## src/exec_pkg.sv

```systemverilog
// Functional notes
// RULE_01: Generic set-flag branch jumps to PC+k+1 when the selected flag is one.
// RULE_02: Generic clear-flag branch jumps when flag is zero; one cycle untaken, two taken.
// RULE_03: Branch-on-equal jumps only when zero flag is set; flags unchanged.
// RULE_04: Branch-on-unequal jumps only when zero flag is clear.
// RULE_05: Carry-one and lower jump on carry one; carry-zero and same-or-higher on zero.
// RULE_06: Minus jumps on negative one, plus on negative zero, target PC+k+1.
// RULE_07: Signed ge jumps when N xor V is zero; signed lt when it is one.
// RULE_08: Half-carry branches jump on half-carry one or zero respectively.
// RULE_09: T-bit branches jump on T one or zero, one or two cycles.
// RULE_10: Overflow branches jump on overflow one or zero respectively.
// RULE_11: Interrupt branches test global enable; no conditional branch alters any flag.
// RULE_12: Skip-on-one advances PC by two or three when the I/O bit is one.
// RULE_13: Skip-on-zero skips when the I/O bit is zero; no flags affected.
// RULE_14: I/O bit set writes one to bit b only, two cycles, no flag change.
// RULE_15: I/O bit clear writes zero to bit b only, two cycles, no flag change.
// RULE_16: Logical left shift inserts zero at bit 0, updates Z C N V.
// RULE_17: Logical right shift inserts zero at bit 7, updates Z C N V.
// RULE_18: Rotate left loads bit 0 from carry, old bit 7 to carry.
// RULE_19: Rotate right loads bit 7 from carry, old bit 0 to carry.
`timescale 1ns/1ps
package exec_pkg;

	// Register byte offsets on the bus.
	localparam logic [7:0] OFF_INSTR = 8'h00;
	localparam logic [7:0] OFF_PC = 8'h04;
	localparam logic [7:0] OFF_FLAGS = 8'h08;
	localparam logic [7:0] OFF_WREG = 8'h0C;
	localparam logic [7:0] OFF_STATUS = 8'h10;
	localparam logic [7:0] OFF_IO_BASE = 8'h80;

	// Bit positions inside the status flags.
	localparam int FLAG_C = 0;
	localparam int FLAG_Z = 1;
	localparam int FLAG_N = 2;
	localparam int FLAG_V = 3;
	localparam int FLAG_S = 4;
	localparam int FLAG_H = 5;
	localparam int FLAG_T = 6;
	localparam int FLAG_I = 7;

	// Field layout of the instruction register.
	localparam int INSTR_OP_LSB = 0;
	localparam int INSTR_SEL_LSB = 5;
	localparam int INSTR_K_LSB = 8;
	localparam int INSTR_K_W = 7;
	localparam int INSTR_P_LSB = 15;
	localparam int INSTR_TWO_BIT = 20;
	localparam int INSTR_W = 21;

	// Field layout of the status register.
	localparam int STAT_BUSY = 0;
	localparam int STAT_TAKEN = 1;
	localparam int STAT_CYC_LSB = 2;

	// Reset values.
	localparam logic [15:0] PC_RESET = 16'h0000;
	localparam logic [7:0] FLAGS_RESET = 8'h00;
	localparam logic [7:0] WREG_RESET = 8'h00;
	localparam logic [7:0] IO_RESET = 8'h00;
	localparam logic [20:0] INSTR_RESET = 21'h00_0000;

	// Execution lengths in core cycles.
	localparam logic [1:0] CYC_BRANCH_NOT = 2'h1;
	localparam logic [1:0] CYC_BRANCH_TAKEN = 2'h2;
	localparam logic [1:0] CYC_SKIP_NONE = 2'h1;
	localparam logic [1:0] CYC_SKIP_ONE = 2'h2;
	localparam logic [1:0] CYC_SKIP_TWO = 2'h3;
	localparam logic [1:0] CYC_IO_BIT = 2'h2;
	localparam logic [1:0] CYC_SHIFT = 2'h1;

	// Operations handled by this slice of the core.
	typedef enum logic [4:0] {
		OP_NONE = 5'b00000,
		OP_BRANCH_FLAG_SET = 5'b00001,
		OP_BRANCH_FLAG_CLEAR = 5'b00010,
		OP_BRANCH_ON_EQUAL = 5'b00011,
		OP_BRANCH_ON_UNEQUAL = 5'b00100,
		OP_BRANCH_CARRY_ONE = 5'b00101,
		OP_BRANCH_CARRY_ZERO = 5'b00110,
		OP_BRANCH_SAME_OR_HIGHER = 5'b00111,
		OP_BRANCH_LOWER = 5'b01000,
		OP_BRANCH_MINUS = 5'b01001,
		OP_BRANCH_PLUS = 5'b01010,
		OP_BRANCH_SIGNED_GE = 5'b01011,
		OP_BRANCH_SIGNED_LT = 5'b01100,
		OP_BRANCH_HALFCARRY_ONE = 5'b01101,
		OP_BRANCH_HALFCARRY_ZERO = 5'b01110,
		OP_BRANCH_TBIT_ONE = 5'b01111,
		OP_BRANCH_TBIT_ZERO = 5'b10000,
		OP_BRANCH_OVERFLOW_ONE = 5'b10001,
		OP_BRANCH_OVERFLOW_ZERO = 5'b10010,
		OP_BRANCH_IRQ_ENABLED = 5'b10011,
		OP_BRANCH_IRQ_DISABLED = 5'b10100,
		OP_SKIP_IO_BIT_ONE = 5'b10101,
		OP_SKIP_IO_BIT_ZERO = 5'b10110,
		OP_IO_BIT_SET = 5'b10111,
		OP_IO_BIT_CLEAR = 5'b11000,
		OP_SHIFT_LEFT_LOGICAL = 5'b11001,
		OP_SHIFT_RIGHT_LOGICAL = 5'b11010,
		OP_ROTATE_LEFT_CARRY = 5'b11011,
		OP_ROTATE_RIGHT_CARRY = 5'b11100
	} op_t;

	// Execution sequencer states.
	typedef enum logic {
		ST_IDLE = 1'b0,
		ST_RUN = 1'b1
	} state_t;

endpackage

module branch_cond_eval (
	// Operation and operands.
	input wire exec_pkg::op_t op_i,
	input wire logic [2:0] sel_i,
	// Machine state tested.
	input wire logic [7:0] flags_i,
	input wire logic io_bit_i,
	// Outcome.
	output logic take_o
);

	// Decides whether a branch jumps or a skip skips; other operations never take.
	always_comb begin
		case (op_i)
			exec_pkg::OP_BRANCH_FLAG_SET: take_o = flags_i[sel_i]; // RULE_01
			exec_pkg::OP_BRANCH_FLAG_CLEAR: take_o = ~flags_i[sel_i]; // RULE_02
			exec_pkg::OP_BRANCH_ON_EQUAL: take_o = flags_i[exec_pkg::FLAG_Z]; // RULE_03
			exec_pkg::OP_BRANCH_ON_UNEQUAL: take_o = ~flags_i[exec_pkg::FLAG_Z]; // RULE_04
			exec_pkg::OP_BRANCH_CARRY_ONE,
			exec_pkg::OP_BRANCH_LOWER: take_o = flags_i[exec_pkg::FLAG_C]; // RULE_05
			exec_pkg::OP_BRANCH_CARRY_ZERO,
			exec_pkg::OP_BRANCH_SAME_OR_HIGHER: take_o = ~flags_i[exec_pkg::FLAG_C]; // RULE_05
			exec_pkg::OP_BRANCH_MINUS: take_o = flags_i[exec_pkg::FLAG_N]; // RULE_06
			exec_pkg::OP_BRANCH_PLUS: take_o = ~flags_i[exec_pkg::FLAG_N]; // RULE_06
			exec_pkg::OP_BRANCH_SIGNED_GE: begin
				take_o = ~(flags_i[exec_pkg::FLAG_N] ^ flags_i[exec_pkg::FLAG_V]); // RULE_07
			end
			exec_pkg::OP_BRANCH_SIGNED_LT: begin
				take_o = flags_i[exec_pkg::FLAG_N] ^ flags_i[exec_pkg::FLAG_V]; // RULE_07
			end
			exec_pkg::OP_BRANCH_HALFCARRY_ONE: take_o = flags_i[exec_pkg::FLAG_H]; // RULE_08
			exec_pkg::OP_BRANCH_HALFCARRY_ZERO: take_o = ~flags_i[exec_pkg::FLAG_H]; // RULE_08
			exec_pkg::OP_BRANCH_TBIT_ONE: take_o = flags_i[exec_pkg::FLAG_T]; // RULE_09
			exec_pkg::OP_BRANCH_TBIT_ZERO: take_o = ~flags_i[exec_pkg::FLAG_T]; // RULE_09
			exec_pkg::OP_BRANCH_OVERFLOW_ONE: take_o = flags_i[exec_pkg::FLAG_V]; // RULE_10
			exec_pkg::OP_BRANCH_OVERFLOW_ZERO: take_o = ~flags_i[exec_pkg::FLAG_V]; // RULE_10
			exec_pkg::OP_BRANCH_IRQ_ENABLED: take_o = flags_i[exec_pkg::FLAG_I]; // RULE_11
			exec_pkg::OP_BRANCH_IRQ_DISABLED: take_o = ~flags_i[exec_pkg::FLAG_I]; // RULE_11
			exec_pkg::OP_SKIP_IO_BIT_ONE: take_o = io_bit_i; // RULE_12
			exec_pkg::OP_SKIP_IO_BIT_ZERO: take_o = ~io_bit_i; // RULE_13
			default: take_o = 1'b0;
		endcase
	end

endmodule

```

## src/branch_bit_shift_exec.sv

```systemverilog
// Register access over Wishbone and the placing of the registers were chosen for this implementation.
`timescale 1ns/1ps
module branch_bit_shift_exec #(
	parameter int PC_W = 16,
	parameter int IO_COUNT = 32
) (
	// Clock and reset.
	input wire logic clk_i,
	input wire logic rst_i,
	// Wishbone slave.
	input wire logic wb_cyc_i,
	input wire logic wb_stb_i,
	input wire logic wb_we_i,
	input wire logic [7:0] wb_adr_i,
	input wire logic [3:0] wb_sel_i,
	input wire logic [31:0] wb_dat_i,
	output logic [31:0] wb_dat_o,
	output logic wb_ack_o,
	// Architectural state seen by the rest of the core.
	output logic [PC_W-1:0] pc_o,
	output logic [7:0] status_flags_o,
	output logic [7:0] work_reg_o,
	output logic busy_o
);

	// Bus answer state.
	logic ack;
	logic [31:0] rdata;
	logic next_ack;
	logic [31:0] next_rdata;

	// Architectural state.
	logic [PC_W-1:0] pc;
	logic [7:0] flags;
	logic [7:0] wreg;
	logic [20:0] instr;
	logic [7:0] io_regs [IO_COUNT];
	logic [PC_W-1:0] next_pc;
	logic [7:0] next_flags;
	logic [7:0] next_wreg;
	logic [20:0] next_instr;
	logic [7:0] next_io_regs [IO_COUNT];

	// Sequencer state.
	exec_pkg::state_t state;
	exec_pkg::state_t next_state;
	logic [1:0] cnt;
	logic [1:0] next_cnt;
	logic last_taken;
	logic next_last_taken;
	logic [1:0] last_cycles;
	logic [1:0] next_last_cycles;
	logic busy;
	logic next_busy;

	// Decoded instruction and computed results.
	exec_pkg::op_t op;
	logic [2:0] sel;
	logic [6:0] k;
	logic [4:0] p_idx;
	logic two_word;
	logic io_bit;
	logic take;
	logic [1:0] cycles;
	logic [PC_W-1:0] target_pc;
	logic [7:0] shift_value;
	logic [7:0] shift_flags;
	logic req;
	logic [5:0] word_idx;

	// True for every conditional relative branch.
	function automatic logic is_branch(input exec_pkg::op_t o);
		is_branch = (o >= exec_pkg::OP_BRANCH_FLAG_SET) && (o <= exec_pkg::OP_BRANCH_IRQ_DISABLED);
	endfunction

	// True for the two skip-on-I/O-bit tests.
	function automatic logic is_skip(input exec_pkg::op_t o);
		is_skip = (o == exec_pkg::OP_SKIP_IO_BIT_ONE) || (o == exec_pkg::OP_SKIP_IO_BIT_ZERO);
	endfunction

	// Number of cycles an operation occupies, given its outcome.
	function automatic logic [1:0] cycles_of(input exec_pkg::op_t o, input logic t, input logic tw);
		if (is_branch(o)) begin
			cycles_of = t ? exec_pkg::CYC_BRANCH_TAKEN : exec_pkg::CYC_BRANCH_NOT;
		end else if (is_skip(o)) begin
			if (!t) begin
				cycles_of = exec_pkg::CYC_SKIP_NONE;
			end else begin
				cycles_of = tw ? exec_pkg::CYC_SKIP_TWO : exec_pkg::CYC_SKIP_ONE;
			end
		end else if (o == exec_pkg::OP_IO_BIT_SET || o == exec_pkg::OP_IO_BIT_CLEAR) begin
			cycles_of = exec_pkg::CYC_IO_BIT;
		end else begin
			cycles_of = exec_pkg::CYC_SHIFT;
		end
	endfunction

	// Merges write data into a register under the byte selects.
	function automatic logic [31:0] merge_sel(input logic [31:0] old, input logic [31:0] wd,
		input logic [3:0] be);
		merge_sel = old;
		for (int i = 0; i < 4; i++) begin
			if (be[i]) begin
				merge_sel[i*8 +: 8] = wd[i*8 +: 8];
			end
		end
	endfunction

	// Field extraction from the instruction register.
	assign op = exec_pkg::op_t'(instr[exec_pkg::INSTR_OP_LSB +: 5]);
	assign sel = instr[exec_pkg::INSTR_SEL_LSB +: 3];
	assign k = instr[exec_pkg::INSTR_K_LSB +: exec_pkg::INSTR_K_W];
	assign p_idx = instr[exec_pkg::INSTR_P_LSB +: 5];
	assign two_word = instr[exec_pkg::INSTR_TWO_BIT];
	assign io_bit = (int'(p_idx) < IO_COUNT) ? io_regs[p_idx][sel] : 1'b0;
	assign req = wb_cyc_i & wb_stb_i & ~ack;
	assign word_idx = wb_adr_i[7:2];

	branch_cond_eval u_cond (
		.op_i(op),
		.sel_i(sel),
		.flags_i(flags),
		.io_bit_i(io_bit),
		.take_o(take)
	);

	shift_unit u_shift (
		.op_i(op),
		.value_i(wreg),
		.flags_i(flags),
		.value_o(shift_value),
		.flags_o(shift_flags)
	);

	assign cycles = cycles_of(op, take, two_word); // RULE_02

	// New program counter: relative target, skip distance or plain step.
	always_comb begin
		if (is_branch(op) && take) begin
			target_pc = pc + {{(PC_W-7){k[6]}}, k} + PC_W'(1); // RULE_01
		end else if (is_skip(op) && take) begin
			target_pc = two_word ? pc + PC_W'(3) : pc + PC_W'(2); // RULE_12
		end else begin
			target_pc = pc + PC_W'(1);
		end
	end

	// Bus answer: one ack per request, read data registered beside it.
	always_comb begin
		next_ack = req;
		next_rdata = 32'h0000_0000;
		if (req && !wb_we_i) begin
			if (wb_adr_i >= exec_pkg::OFF_IO_BASE) begin
				if (int'(word_idx) - 32 < IO_COUNT) begin
					next_rdata = {24'h00_0000, io_regs[word_idx[4:0]]};
				end
			end else begin
				case ({wb_adr_i[7:2], 2'b00})
					exec_pkg::OFF_INSTR: next_rdata = {11'h000, instr};
					exec_pkg::OFF_PC: next_rdata = 32'(pc);
					exec_pkg::OFF_FLAGS: next_rdata = {24'h00_0000, flags};
					exec_pkg::OFF_WREG: next_rdata = {24'h00_0000, wreg};
					exec_pkg::OFF_STATUS: next_rdata = {28'h000_0000, last_cycles, last_taken, busy};
					default: next_rdata = 32'h0000_0000;
				endcase
			end
		end
	end

	always_ff @(posedge clk_i) begin
		if (rst_i) begin
			ack <= 1'b0;
			rdata <= 32'h0000_0000;
		end else begin
			ack <= next_ack;
			rdata <= next_rdata;
		end
	end

	// Sequencer: an instruction write starts a run lasting its cycle count.
	always_comb begin
		next_state = state;
		next_cnt = cnt;
		next_last_taken = last_taken;
		next_last_cycles = last_cycles;
		next_busy = busy;
		case (state)
			exec_pkg::ST_IDLE: begin
				if (req && wb_we_i && wb_sel_i[0] &&
					{wb_adr_i[7:2], 2'b00} == exec_pkg::OFF_INSTR) begin
					next_state = exec_pkg::ST_RUN;
					next_cnt = 2'h0;
					next_busy = 1'b1;
				end
			end
			exec_pkg::ST_RUN: begin
				next_cnt = cnt + 2'h1;
				if (cnt == cycles - 2'h1) begin
					next_state = exec_pkg::ST_IDLE;
					next_busy = 1'b0;
					next_last_taken = take;
					next_last_cycles = cycles;
				end
			end
			default: begin
				next_state = exec_pkg::ST_IDLE;
				next_busy = 1'b0;
			end
		endcase
	end

	always_ff @(posedge clk_i) begin
		if (rst_i) begin
			state <= exec_pkg::ST_IDLE;
			cnt <= 2'h0;
			last_taken <= 1'b0;
			last_cycles <= 2'h0;
			busy <= 1'b0;
		end else begin
			state <= next_state;
			cnt <= next_cnt;
			last_taken <= next_last_taken;
			last_cycles <= next_last_cycles;
			busy <= next_busy;
		end
	end

	// Architectural state: software writes while idle, results commit at run end.
	always_comb begin
		logic [31:0] merged;
		merged = 32'h0000_0000;
		next_pc = pc;
		next_flags = flags;
		next_wreg = wreg;
		next_instr = instr;
		next_io_regs = io_regs;
		if (state == exec_pkg::ST_IDLE && req && wb_we_i) begin
			if (wb_adr_i >= exec_pkg::OFF_IO_BASE) begin
				if (int'(word_idx) - 32 < IO_COUNT && wb_sel_i[0]) begin
					next_io_regs[word_idx[4:0]] = wb_dat_i[7:0];
				end
			end else begin
				case ({wb_adr_i[7:2], 2'b00})
					exec_pkg::OFF_INSTR: begin
						merged = merge_sel({11'h000, instr}, wb_dat_i, wb_sel_i);
						next_instr = merged[20:0];
					end
					exec_pkg::OFF_PC: begin
						merged = merge_sel(32'(pc), wb_dat_i, wb_sel_i);
						next_pc = merged[PC_W-1:0];
					end
					exec_pkg::OFF_FLAGS: next_flags = wb_sel_i[0] ? wb_dat_i[7:0] : flags;
					exec_pkg::OFF_WREG: next_wreg = wb_sel_i[0] ? wb_dat_i[7:0] : wreg;
					default: next_pc = pc;
				endcase
			end
		end
		if (state == exec_pkg::ST_RUN && cnt == cycles - 2'h1) begin
			next_pc = target_pc; // RULE_06
			next_flags = shift_flags; // RULE_11
			next_wreg = shift_value; // RULE_16
			if (int'(p_idx) < IO_COUNT) begin
				if (op == exec_pkg::OP_IO_BIT_SET) begin
					next_io_regs[p_idx][sel] = 1'b1; // RULE_14
				end else if (op == exec_pkg::OP_IO_BIT_CLEAR) begin
					next_io_regs[p_idx][sel] = 1'b0; // RULE_15
				end
			end
		end
	end

	always_ff @(posedge clk_i) begin
		if (rst_i) begin
			pc <= exec_pkg::PC_RESET[PC_W-1:0];
			flags <= exec_pkg::FLAGS_RESET;
			wreg <= exec_pkg::WREG_RESET;
			instr <= exec_pkg::INSTR_RESET;
		end else begin
			pc <= next_pc;
			flags <= next_flags;
			wreg <= next_wreg;
			instr <= next_instr;
		end
	end

	// I/O register bank, one flip-flop byte per register.
	generate
		for (genvar g = 0; g < IO_COUNT; g++) begin : g_io
			always_ff @(posedge clk_i) begin
				if (rst_i) begin
					io_regs[g] <= exec_pkg::IO_RESET;
				end else begin
					io_regs[g] <= next_io_regs[g];
				end
			end
		end
	endgenerate

	// Outputs straight from flip-flops.
	assign wb_ack_o = ack;
	assign wb_dat_o = rdata;
	assign pc_o = pc;
	assign status_flags_o = flags;
	assign work_reg_o = wreg;
	assign busy_o = busy;

endmodule

```

## src/shift_unit.sv

```systemverilog
`timescale 1ns/1ps
module shift_unit (
	// Operation and operands.
	input wire exec_pkg::op_t op_i,
	input wire logic [7:0] value_i,
	input wire logic [7:0] flags_i,
	// Results; non-shift operations pass value and flags through.
	output logic [7:0] value_o,
	output logic [7:0] flags_o
);

	logic carry;

	// Forms the shifted byte and the bit pushed out into carry.
	always_comb begin
		value_o = value_i;
		carry = flags_i[exec_pkg::FLAG_C];
		flags_o = flags_i;
		case (op_i)
			exec_pkg::OP_SHIFT_LEFT_LOGICAL: begin
				value_o = {value_i[6:0], 1'b0}; // RULE_16
				carry = value_i[7];
			end
			exec_pkg::OP_SHIFT_RIGHT_LOGICAL: begin
				value_o = {1'b0, value_i[7:1]}; // RULE_17
				carry = value_i[0];
			end
			exec_pkg::OP_ROTATE_LEFT_CARRY: begin
				value_o = {value_i[6:0], flags_i[exec_pkg::FLAG_C]}; // RULE_18
				carry = value_i[7];
			end
			exec_pkg::OP_ROTATE_RIGHT_CARRY: begin
				value_o = {flags_i[exec_pkg::FLAG_C], value_i[7:1]}; // RULE_19
				carry = value_i[0];
			end
			default: begin
				value_o = value_i;
				carry = flags_i[exec_pkg::FLAG_C];
			end
		endcase
		// Only Z, C, N and V change; the overflow flag is N xor C after a shift.
		flags_o[exec_pkg::FLAG_C] = carry; // RULE_16
		flags_o[exec_pkg::FLAG_Z] = (value_o == 8'h00); // RULE_17
		flags_o[exec_pkg::FLAG_N] = value_o[7]; // RULE_18
		flags_o[exec_pkg::FLAG_V] = value_o[7] ^ carry; // RULE_19
		if (op_i != exec_pkg::OP_SHIFT_LEFT_LOGICAL && op_i != exec_pkg::OP_SHIFT_RIGHT_LOGICAL &&
			op_i != exec_pkg::OP_ROTATE_LEFT_CARRY && op_i != exec_pkg::OP_ROTATE_RIGHT_CARRY) begin
			flags_o = flags_i;
		end
	end

endmodule

```

## config.mk

```make
export PLATFORM = sky130hd
export DESIGN_NAME = branch_bit_shift_exec
export DESIGN_NICKNAME = d
export VERILOG_FILES = /design/src/exec_pkg.sv /design/src/branch_bit_shift_exec.sv /design/src/shift_unit.sv
export SDC_FILE = /design/constraint.sdc
export NUM_CORES = 1
export LEC_CHECK = 0
export BUFFER_PORTS_ARGS = -buffer_cell sky130_fd_sc_hd__buf_2
export CAP_MARGIN = 20
export CELL_PAD_IN_SITES_DETAIL_PLACEMENT = 1
export CELL_PAD_IN_SITES_GLOBAL_PLACEMENT = 2
export CORE_ASPECT_RATIO = 1.75
export CORE_MARGIN = 4
export CORE_UTILIZATION = 36
export CTS_CLUSTER_SIZE = 28
export DETAILED_ROUTE_END_ITERATION = 16
export PLACE_DENSITY_LB_ADDON = 0.08
export SYNTH_ARGS = -nofsm -noshare
export SYNTH_HDL_FRONTEND = slang
export SYNTH_HIERARCHICAL = 1
export SYNTH_SLANG_ARGS = --single-unit
```

## constraint.sdc

```tcl
create_clock -name clk_i -period 4.8 [get_ports clk_i]
set_input_delay 0.72 -clock clk_i [delete_from_list [all_inputs] [get_ports clk_i]]
set_output_delay 0.72 -clock clk_i [all_outputs]
set_load 0.03 [all_outputs]
```

# Word level (Yosys, flattened, before mapping)
# Index checks and enable logic that the tools add are counted.
dict set report op_classes {
  n_mux 61
  eq_ne 41
  bitwise_logic 24
  n_addsub 8
  magnitude_cmp 10
  n_reduce_logical 43
}
# operator count
set op_table {}
lappend op_table {{2-to-1 mux 256 bit} 6}
lappend op_table {{AND 256 bit} 1}
lappend op_table {{bitwise mux 256 bit} 1}
lappend op_table {{NOT 256 bit} 1}
lappend op_table {{bitwise OR 256 bit} 1}
lappend op_table {{2-to-1 mux 8 bit} 17}
lappend op_table {{2-to-1 mux 16 bit} 7}
lappend op_table {{case mux 21 bit (5 select lines)} 1}
lappend op_table {{binary-select mux 8 bit (select 5 bit)} 2}
lappend op_table {{demux 8 bit (select 5 bit)} 2}
lappend op_table {{equality test 5 bit (second input constant)} 13}
lappend op_table {{equality test 5 x 4 -> 1 bit (second input constant)} 8}
lappend op_table {{adder 16 x 1 -> 16 bit (second input constant)} 2}
lappend op_table {{adder 16 x 2 -> 16 bit (second input constant)} 2}
lappend op_table {{2-to-1 mux 32 bit} 1}
lappend op_table {{case mux 8 bit (4 select lines)} 1}
lappend op_table {{AND reduction 4 bit} 6}
lappend op_table {{equality test 5 x 3 -> 1 bit (second input constant)} 4}
lappend op_table {{!= test 5 bit (second input constant)} 4}
lappend op_table {{case mux 1 bit (20 select lines)} 1}
lappend op_table {{logical AND 1 bit} 17}
lappend op_table {{adder 16 bit} 1}
lappend op_table {{NOT 1 bit} 15}
lappend op_table {{equality test 6 x 2 -> 1 bit (second input constant)} 2}
lappend op_table {{other kinds (36)} 71}
dict set report word_totals {
  word_cells 234
  inputBits 49
  output_inout_bits 66
  ff_bits 349
}

# Depth between registers and ports, before layout
dict set report logic_depth {
  depth_word 16
  mapped_depth 28
  ltp_nobuf 21
}

# By module
# The synthesis kept the hierarchy.
# mod n_inst cells_each seq_area_each_um2 area_per_inst_um2
set modules_own_cells {}
lappend modules_own_cells {branch_bit_shift_exec 1 2400 6766.5 22026.1}
lappend modules_own_cells {shift_unit 1 58 0.0 369.1}
lappend modules_own_cells {branch_cond_eval 1 51 0.0 349.1}

# Least setup slack after synthesis
# Ideal clock, no wire load.
dict set report synth_path {
  kind {reg-to-reg}
  start {register instr[16]}
  end {register io_regs[16] (netlist name)}
  t_arrival_ps 4564
  stages_incl_launch_ff 26
  period_less_slack_ps 4697
  required_ps 4668
  slack_ps 103
  setup_time_ps 132
  path_buffers 8
  path_cell_list {dfxtp_1 -> clkbuf_1 -> clkbuf_1 -> clkbuf_1 -> mux4_2 -> a22oi_1 -> nand4_1 -> a21oi_1 -> o221ai_1 -> mux2i_1 -> a21oi_1 -> nor4b_1 -> nor2_1 -> o2111ai_1 -> and4b_1 -> buf_2 -> nand2_2 -> o2111a_2 -> or3_1 -> buf_4 -> buf_6 -> and3_1 -> buf_6 -> buf_6 -> nand2_1 -> a21oi_1}
}
dict set report synth_via {
  elab_chain_len 15
  word_cells_on_any_way 26
  classes_between {1 x add/sub; 2 x order compare; 1 x eq/ne; 15 x mux; 5 x bitwise; 2 x reduce/logical}
}
# element line_no
set synth_lines {}
lappend synth_lines {{start, declared} branch_bit_shift_exec.sv:36} ;# logic [20:0] instr;
lappend synth_lines {{start signal, assigned} branch_bit_shift_exec.sv:277} ;# instr <= exec_pkg::INSTR_RESET;
lappend synth_lines {{start signal, assigned} branch_bit_shift_exec.sv:282} ;# instr <= next_instr;
lappend synth_lines {{NOT 5 -> 6 bit (implied by the code) (*)} branch_bit_shift_exec.sv:115} ;# assign io_bit = (int'(p_idx) < IO_COUNT) ? io_regs[p_idx][sel] : 1'b0;
lappend synth_lines {{binary-select mux 8 bit (select 5 bit) (*)} branch_bit_shift_exec.sv:115}
lappend synth_lines {{2-to-1 mux 8 bit (implied by the code) (*) (2 in a row)} branch_bit_shift_exec.sv:115}
lappend synth_lines {{binary-select mux 1 bit (select 3 bit) (*)} branch_bit_shift_exec.sv:115}
lappend synth_lines {{2-to-1 mux 1 bit (implied by the code) (*)} branch_bit_shift_exec.sv:115}
lappend synth_lines {{net io_bit} branch_bit_shift_exec.sv:62} ;# logic io_bit;
lappend synth_lines {{NOT 1 bit} exec_pkg.sv:152} ;# exec_pkg::OP_SKIP_IO_BIT_ZERO: take_o = ~io_bit_i;
lappend synth_lines {{case mux 1 bit (20 select lines) (*)} exec_pkg.sv:126} ;# case (op_i)
lappend synth_lines {{net take} branch_bit_shift_exec.sv:63} ;# logic take;
lappend synth_lines {{2-to-1 mux 2 bit} branch_bit_shift_exec.sv:86} ;# if (!t) begin
lappend synth_lines {{2-to-1 mux 2 bit} branch_bit_shift_exec.sv:85} ;# end else if (is_skip(o)) begin
lappend synth_lines {{2-to-1 mux 2 bit (*)} branch_bit_shift_exec.sv:83} ;# if (is_branch(o)) begin
lappend synth_lines {{subtractor 2 x 1 -> 2 bit (*)} branch_bit_shift_exec.sv:258} ;# if (state == exec_pkg::ST_RUN && cnt == cycles - 2'h1) begin
lappend synth_lines {{equality test 2 bit (*)} branch_bit_shift_exec.sv:258}
lappend synth_lines {{logical AND 1 bit (*)} branch_bit_shift_exec.sv:258}
lappend synth_lines {{2-to-1 mux 256 bit (*)} branch_bit_shift_exec.sv:258}
lappend synth_lines {{end signal, assigned by index} branch_bit_shift_exec.sv:291} ;# io_regs[g] <= exec_pkg::IO_RESET;
lappend synth_lines {{end signal, assigned by index} branch_bit_shift_exec.sv:293} ;# io_regs[g] <= next_io_regs[g];
lappend synth_lines {{end, declared} branch_bit_shift_exec.sv:37} ;# logic [7:0] io_regs [IO_COUNT];
# The timed path passes the listed nets; every way through them passes the cells marked *. The select of a mux whose other input is x is not followed.
# A chain may end at the register's enable or synchronous reset.

# Worst setup path in the final report
dict set report layout_path {
  start {register instr[15]}
  end {register io_regs[190] (netlist name)}
}
# Same word-level chain as after synthesis.

==> flow_summary.rst <==
.. list-table::
   :header-rows: 1

   * - Metric
     - Value
   * - Tightest slew margin relative to the limit
     - 0.181
   * - Most used flip-flop cell after synthesis
     - sky130_fd_sc_hd__dfxtp_1
   * - Final std cell area, no fill
     - 0.0274 mm^2
   * - Fill cells
     - a little over 7000
   * - Initial DRT Pass Iterations
     - 6
   * - Top cell type by total area after synthesis
     - sky130_fd_sc_hd__dfxtp_1
   * - Fin nets
     - approximately 2700
   * - Vias per inst
     - 6.25
   * - Number of flops mapped to enable cells by yosys
     - 0
   * - Sum of routed wire length over all layers
     - 106000 um
   * - Post-layout util
     - 0.440
   * - Global-route wire length before repair
     - between 150000 and 200000 um
   * - Tightest Pin Transition
     - about 1200 ps
   * - VDD IR-drop max
     - between 0.2 and 0.3 mV
   * - Post-route insts no fill
     - 3458
   * - Clock Pin Slew Worst Setup and Hold Paths
     - ~60 ps
   * - Met2 track demand over resource in global routing
     - 0.559
   * - Count of distinct cell types in the synthesized netlist
     - between 80 and 90
   * - Number of routed nets with antenna violations
     - 0
   * - Violated checks
     - setup timing
   * - CP Data Required Time
     - approximately 5300 ps
   * - Capture point of the worst path
     - io_regs[190]
   * - Shortest period the worst path allows
     - 5210 ps
   * - Arrival @ worst endpoint
     - around 5700 ps
   * - Number of remaining DRC errors
     - 0
   * - Power per cell area
     - about 220 mW/mm^2
   * - Core region area
     - between 0.06 and 0.07 mm^2
   * - Total congestion overflow after global routing
     - 0
   * - Average wire per standard cell
     - 30.6 um
   * - Gr usage total
     - 0.301
   * - Number of antenna violations at the first check in global routing
     - 0
   * - Sequential-to-total area share from yosys stat
     - 0.298
   * - Leakage
     - approximately 11 nW
   * - Final-report hold violation count
     - 0
   * - Run status
     - finished, violations left
   * - Reg-to-reg critical path startpoint
     - instr[15]
   * - Yosys top cell area share
     - 0.298
   * - Number of cell instances on the worst register-to-register path
     - 26
   * - Clk root buf
     - sky130_fd_sc_hd__clkbuf_16
   * - Class of the most critical setup path
     - flop to flop
   * - Synthesized instance count
     - between 2000 and 3000
   * - # Max-Cap Violations
     - 0
   * - Setup slack, reg-to-reg
     - -410 ps
   * - Max-slew violation total from the final report
     - 0
   * - Worst Hold Class
     - input port to flop
   * - X dimension of the die
     - slightly below 200 um
   * - Top cells by area in the synthesized netlist
     - sky130_fd_sc_hd__dfxtp_1 30%, sky130_fd_sc_hd__mux4_2 15%, sky130_fd_sc_hd__mux2_2 11%
   * - Multi-input logic area
     - ~0.016 mm^2
   * - Final WS setup
     - -409 ps
   * - Vertical die dimension
     - 341 um
   * - Number of H-tree levels
     - 2
   * - Top fanout value on the critical path
     - 9
   * - Worst-case clock skew
     - ~11 ps
   * - Startpoint class of the critical path
     - flop
   * - Met3 GRT Util
     - 0.0341
   * - Unrepaired setup endpoints after global routing
     - true
   * - Insertion delay of the later-clocked pin in the worst-skew pair
     - 570 ps
   * - Number of I/O port buffers
     - 89
   * - Mean instance size in the synthesized netlist
     - just over 9 um^2
   * - Origin of the worst setup path
     - instr[15]
   * - Worst reg2reg path endpoint
     - io_regs[190]
   * - Initial cell density of the core
     - 0.365
   * - Worst Hold Launch
     - wb_dat_i[17]
   * - GRT met1 Usage
     - 0.330
   * - Layout cell share with drive strength beyond 1
     - 0.365
   * - Setup Viol. Count Final
     - between 200 and 300
   * - Async S/R FF share, synth
     - 0
   * - Highest clock frequency the design can meet
     - between 150 and 200 MHz
   * - Bufs on Longest Clock Path
     - 3
   * - Row cnt
     - roughly 120
   * - Iter 0 DRT Violations
     - 1289
   * - Summed instance area of the synthesized netlist
     - 0.0227 mm^2
   * - Yosys warnings
     - 6
   * - Final weighted congestion of routability-driven global placement
     - 0.855
   * - Worst Setup End Kind
     - flop
   * - Die Area
     - around 0.067 mm^2
   * - Total power after layout
     - slightly above 6 mW
   * - Post-placement cell count
     - roughly 3400
   * - CTS tree
     - done
   * - Number of buffers inserted during clock tree synthesis
     - 39
   * - Post-synthesis to final-layout area growth
     - 20.7%
   * - Number of global-route vias before repair
     - ~23000
   * - GRT Max-Usage Layer
     - met2
   * - Area taken by flip-flops and latches
     - between 0.006 and 0.007 mm^2
   * - Pin count of the biggest net entering global routing
     - about 140
   * - I/O pin count
     - about 120
   * - Final cycle utilization of the critical path
     - 1.09
   * - Total number of vias
     - 21600
   * - Hpwl dp
     - ~71000 um
   * - Cell area reported after detailed placement
     - about 0.025 mm^2
   * - Clock tree sinks
     - roughly 340
   * - Flop and latch count out of synthesis
     - approximately 340
[layout make-up]
cell class / instances / area share
antenna: 1 / 0.0000912
clock buffer: 62 / 0.0439
inverter: 24 / 0.00328
timing repair buffer: 304 / 0.102
multi-input combinational: 1926 / 0.566
sequential: 338 / 0.247
tap: 799 / 0.0364
clock inverter: 4 / 0.00164
[registers in the layout (all words and copies together) (netlist names)]
register / count
last_cycles: 2
state: 1
last_taken: 1
instr: 21
status_flags_o: 8
busy_o: 1
wb_ack_o: 1
work_reg_o: 8
wb_dat_o: 21
pc_o: 16
io_regs: 256
cnt: 2
[layout by cell type, fill, tap and decap left out, types with 8 or more instances in the layout]
master	synthesis	layout
sky130_fd_sc_hd__a211oi_1	40	36
sky130_fd_sc_hd__xor2_1	8	8
sky130_fd_sc_hd__nand2_1	381	307
sky130_fd_sc_hd__nand4_1	11	11
sky130_fd_sc_hd__clkbuf_16	0	45
sky130_fd_sc_hd__buf_6	29	13
sky130_fd_sc_hd__xnor2_1	16	16
sky130_fd_sc_hd__o21ai_1	6	14
sky130_fd_sc_hd__nor2b_1	8	8
sky130_fd_sc_hd__mux4_2	149	149
sky130_fd_sc_hd__clkbuf_8	0	10
sky130_fd_sc_hd__a21oi_1	282	221
sky130_fd_sc_hd__buf_4	18	154
sky130_fd_sc_hd__mux2_2	228	228
sky130_fd_sc_hd__nor2_1	135	135
sky130_fd_sc_hd__nand2b_1	44	44
sky130_fd_sc_hd__and3_1	20	20
sky130_fd_sc_hd__o22ai_1	9	9
sky130_fd_sc_hd__conb_1	1	11
sky130_fd_sc_hd__mux2i_1	63	63
sky130_fd_sc_hd__nand3_1	24	22
sky130_fd_sc_hd__dfxtp_1	338	336
sky130_fd_sc_hd__buf_2	40	86
sky130_fd_sc_hd__a22oi_2	0	9
sky130_fd_sc_hd__clkbuf_1	113	11
sky130_fd_sc_hd__a21oi_2	8	69
sky130_fd_sc_hd__o221ai_2	30	30
sky130_fd_sc_hd__a22oi_1	35	26
sky130_fd_sc_hd__buf_12	0	37
sky130_fd_sc_hd__nor3_1	27	25
sky130_fd_sc_hd__ha_1	19	19
sky130_fd_sc_hd__inv_1	24	24
sky130_fd_sc_hd__a31oi_1	10	10
sky130_fd_sc_hd__o21ai_0	237	229
sky130_fd_sc_hd__nand2_2	1	36
sky130_fd_sc_hd__nand2_4	0	39
[synthesized netlist by cell type, types with 8 or more instances]
| library cell | instances |
|---|---|
| sky130_fd_sc_hd__and3_1 | 20 |
| sky130_fd_sc_hd__buf_6 | 29 |
| sky130_fd_sc_hd__a22oi_1 | 35 |
| sky130_fd_sc_hd__nor2_1 | 135 |
| sky130_fd_sc_hd__a31oi_1 | 10 |
| sky130_fd_sc_hd__nand2b_1 | 44 |
| sky130_fd_sc_hd__mux2i_1 | 63 |
| sky130_fd_sc_hd__xnor2_1 | 16 |
| sky130_fd_sc_hd__a211oi_1 | 40 |
| sky130_fd_sc_hd__mux4_2 | 149 |
| sky130_fd_sc_hd__xor2_1 | 8 |
| sky130_fd_sc_hd__clkbuf_2 | 9 |
| sky130_fd_sc_hd__nor2b_1 | 8 |
| sky130_fd_sc_hd__mux2_2 | 228 |
| sky130_fd_sc_hd__buf_4 | 18 |
| sky130_fd_sc_hd__clkbuf_1 | 113 |
| sky130_fd_sc_hd__a221oi_1 | 11 |
| sky130_fd_sc_hd__buf_1 | 22 |
| sky130_fd_sc_hd__nand3_1 | 24 |
| sky130_fd_sc_hd__buf_2 | 40 |
| sky130_fd_sc_hd__ha_1 | 19 |
| sky130_fd_sc_hd__nand2_1 | 381 |
| sky130_fd_sc_hd__inv_1 | 24 |
| sky130_fd_sc_hd__nand4_1 | 11 |
| sky130_fd_sc_hd__a21oi_1 | 282 |
| sky130_fd_sc_hd__o21ai_0 | 237 |
| sky130_fd_sc_hd__dfxtp_1 | 338 |
| sky130_fd_sc_hd__o221ai_2 | 30 |
| sky130_fd_sc_hd__nor3_1 | 27 |
| sky130_fd_sc_hd__o22ai_1 | 9 |
| sky130_fd_sc_hd__a21oi_2 | 8 |
[layer usage]
metal  vias to the layer above  wire, um  part of all wire
met1                     11100     38500              0.36
met2                       730     55900              0.53
met5                         -         0                 0
met4                         0      6680             0.063
met3                       258      4820             0.045
li1                       9516         -                 -
[logic make-up after synthesis]
logic type | share of synthesized area
compound gates | 0.194
simple gates | 0.141
mux | 0.289
flops | 0.298
buf+inv | 0.0573
xor+xnor | 0.0105
fa+ha+maj | 0.0113
other cells | 0.000165
[worst max-delay path: stages, from the launching register on]
cell                        delay [ps]
sky130_fd_sc_hd__dfxtp_4           510
sky130_fd_sc_hd__buf_12            200
sky130_fd_sc_hd__buf_4             130
sky130_fd_sc_hd__mux4_2            570
sky130_fd_sc_hd__a22o_1            320
sky130_fd_sc_hd__a221oi_2          190
sky130_fd_sc_hd__a31oi_1           130
sky130_fd_sc_hd__a21oi_2           190
sky130_fd_sc_hd__o221ai_4          150
sky130_fd_sc_hd__mux2i_1           160
sky130_fd_sc_hd__a21oi_1           100
sky130_fd_sc_hd__nor4b_2           230
sky130_fd_sc_hd__nor2_1             90
sky130_fd_sc_hd__o2111ai_2         120
sky130_fd_sc_hd__and4b_2           310
sky130_fd_sc_hd__and2_4            170
sky130_fd_sc_hd__nand4_4           100
sky130_fd_sc_hd__o41ai_4            90
sky130_fd_sc_hd__buf_4             180
sky130_fd_sc_hd__o311ai_4           80
sky130_fd_sc_hd__buf_6             180
sky130_fd_sc_hd__buf_6             120
sky130_fd_sc_hd__nor3_4            200
sky130_fd_sc_hd__buf_12            160
sky130_fd_sc_hd__buf_12            160
sky130_fd_sc_hd__nand2_4            60
sky130_fd_sc_hd__a21oi_2           180
[through the flow]
step / worst slack, ps / hold WS (ps) / setup TNS (ps)
finish: -409 / 403 / -70460
global placement: -769 / 452 / -186400
global route: -607 / 401 / -132340
floorplan: 103 / 436 / 0
CTS: -379 / 378 / -69350
detailed placement: -770 / 450 / -194170
[worst min path at each step]
stage            endpoint  slack [ps]  cells after the start
2_1_floorplan  last_taken         440                      2
3_3_place_gp   last_taken         450                      2
3_5_place_dp   last_taken         450                      2
4_1_cts         instr[17]         380                      3
5_1_grt         instr[17]         400                      3
6_report        instr[17]         400                      3
[report_power, final]
part / switching (mW) / internal, mW
Clock: 1.32 / 1.76
Combinational: 0.212 / 0.0629
Sequential: 0.00281 / 2.81
Total: 1.53 / 4.63
[repair_timing]
action	in CTS	in global routing
pin swaps	102	79
hold buffers	0	0
setup buffers	18	5
setup endpoints to repair	292	292
gates resized for setup	107	136
gates cloned	7	5
Note: power is estimated with default switching activity, not from simulation.
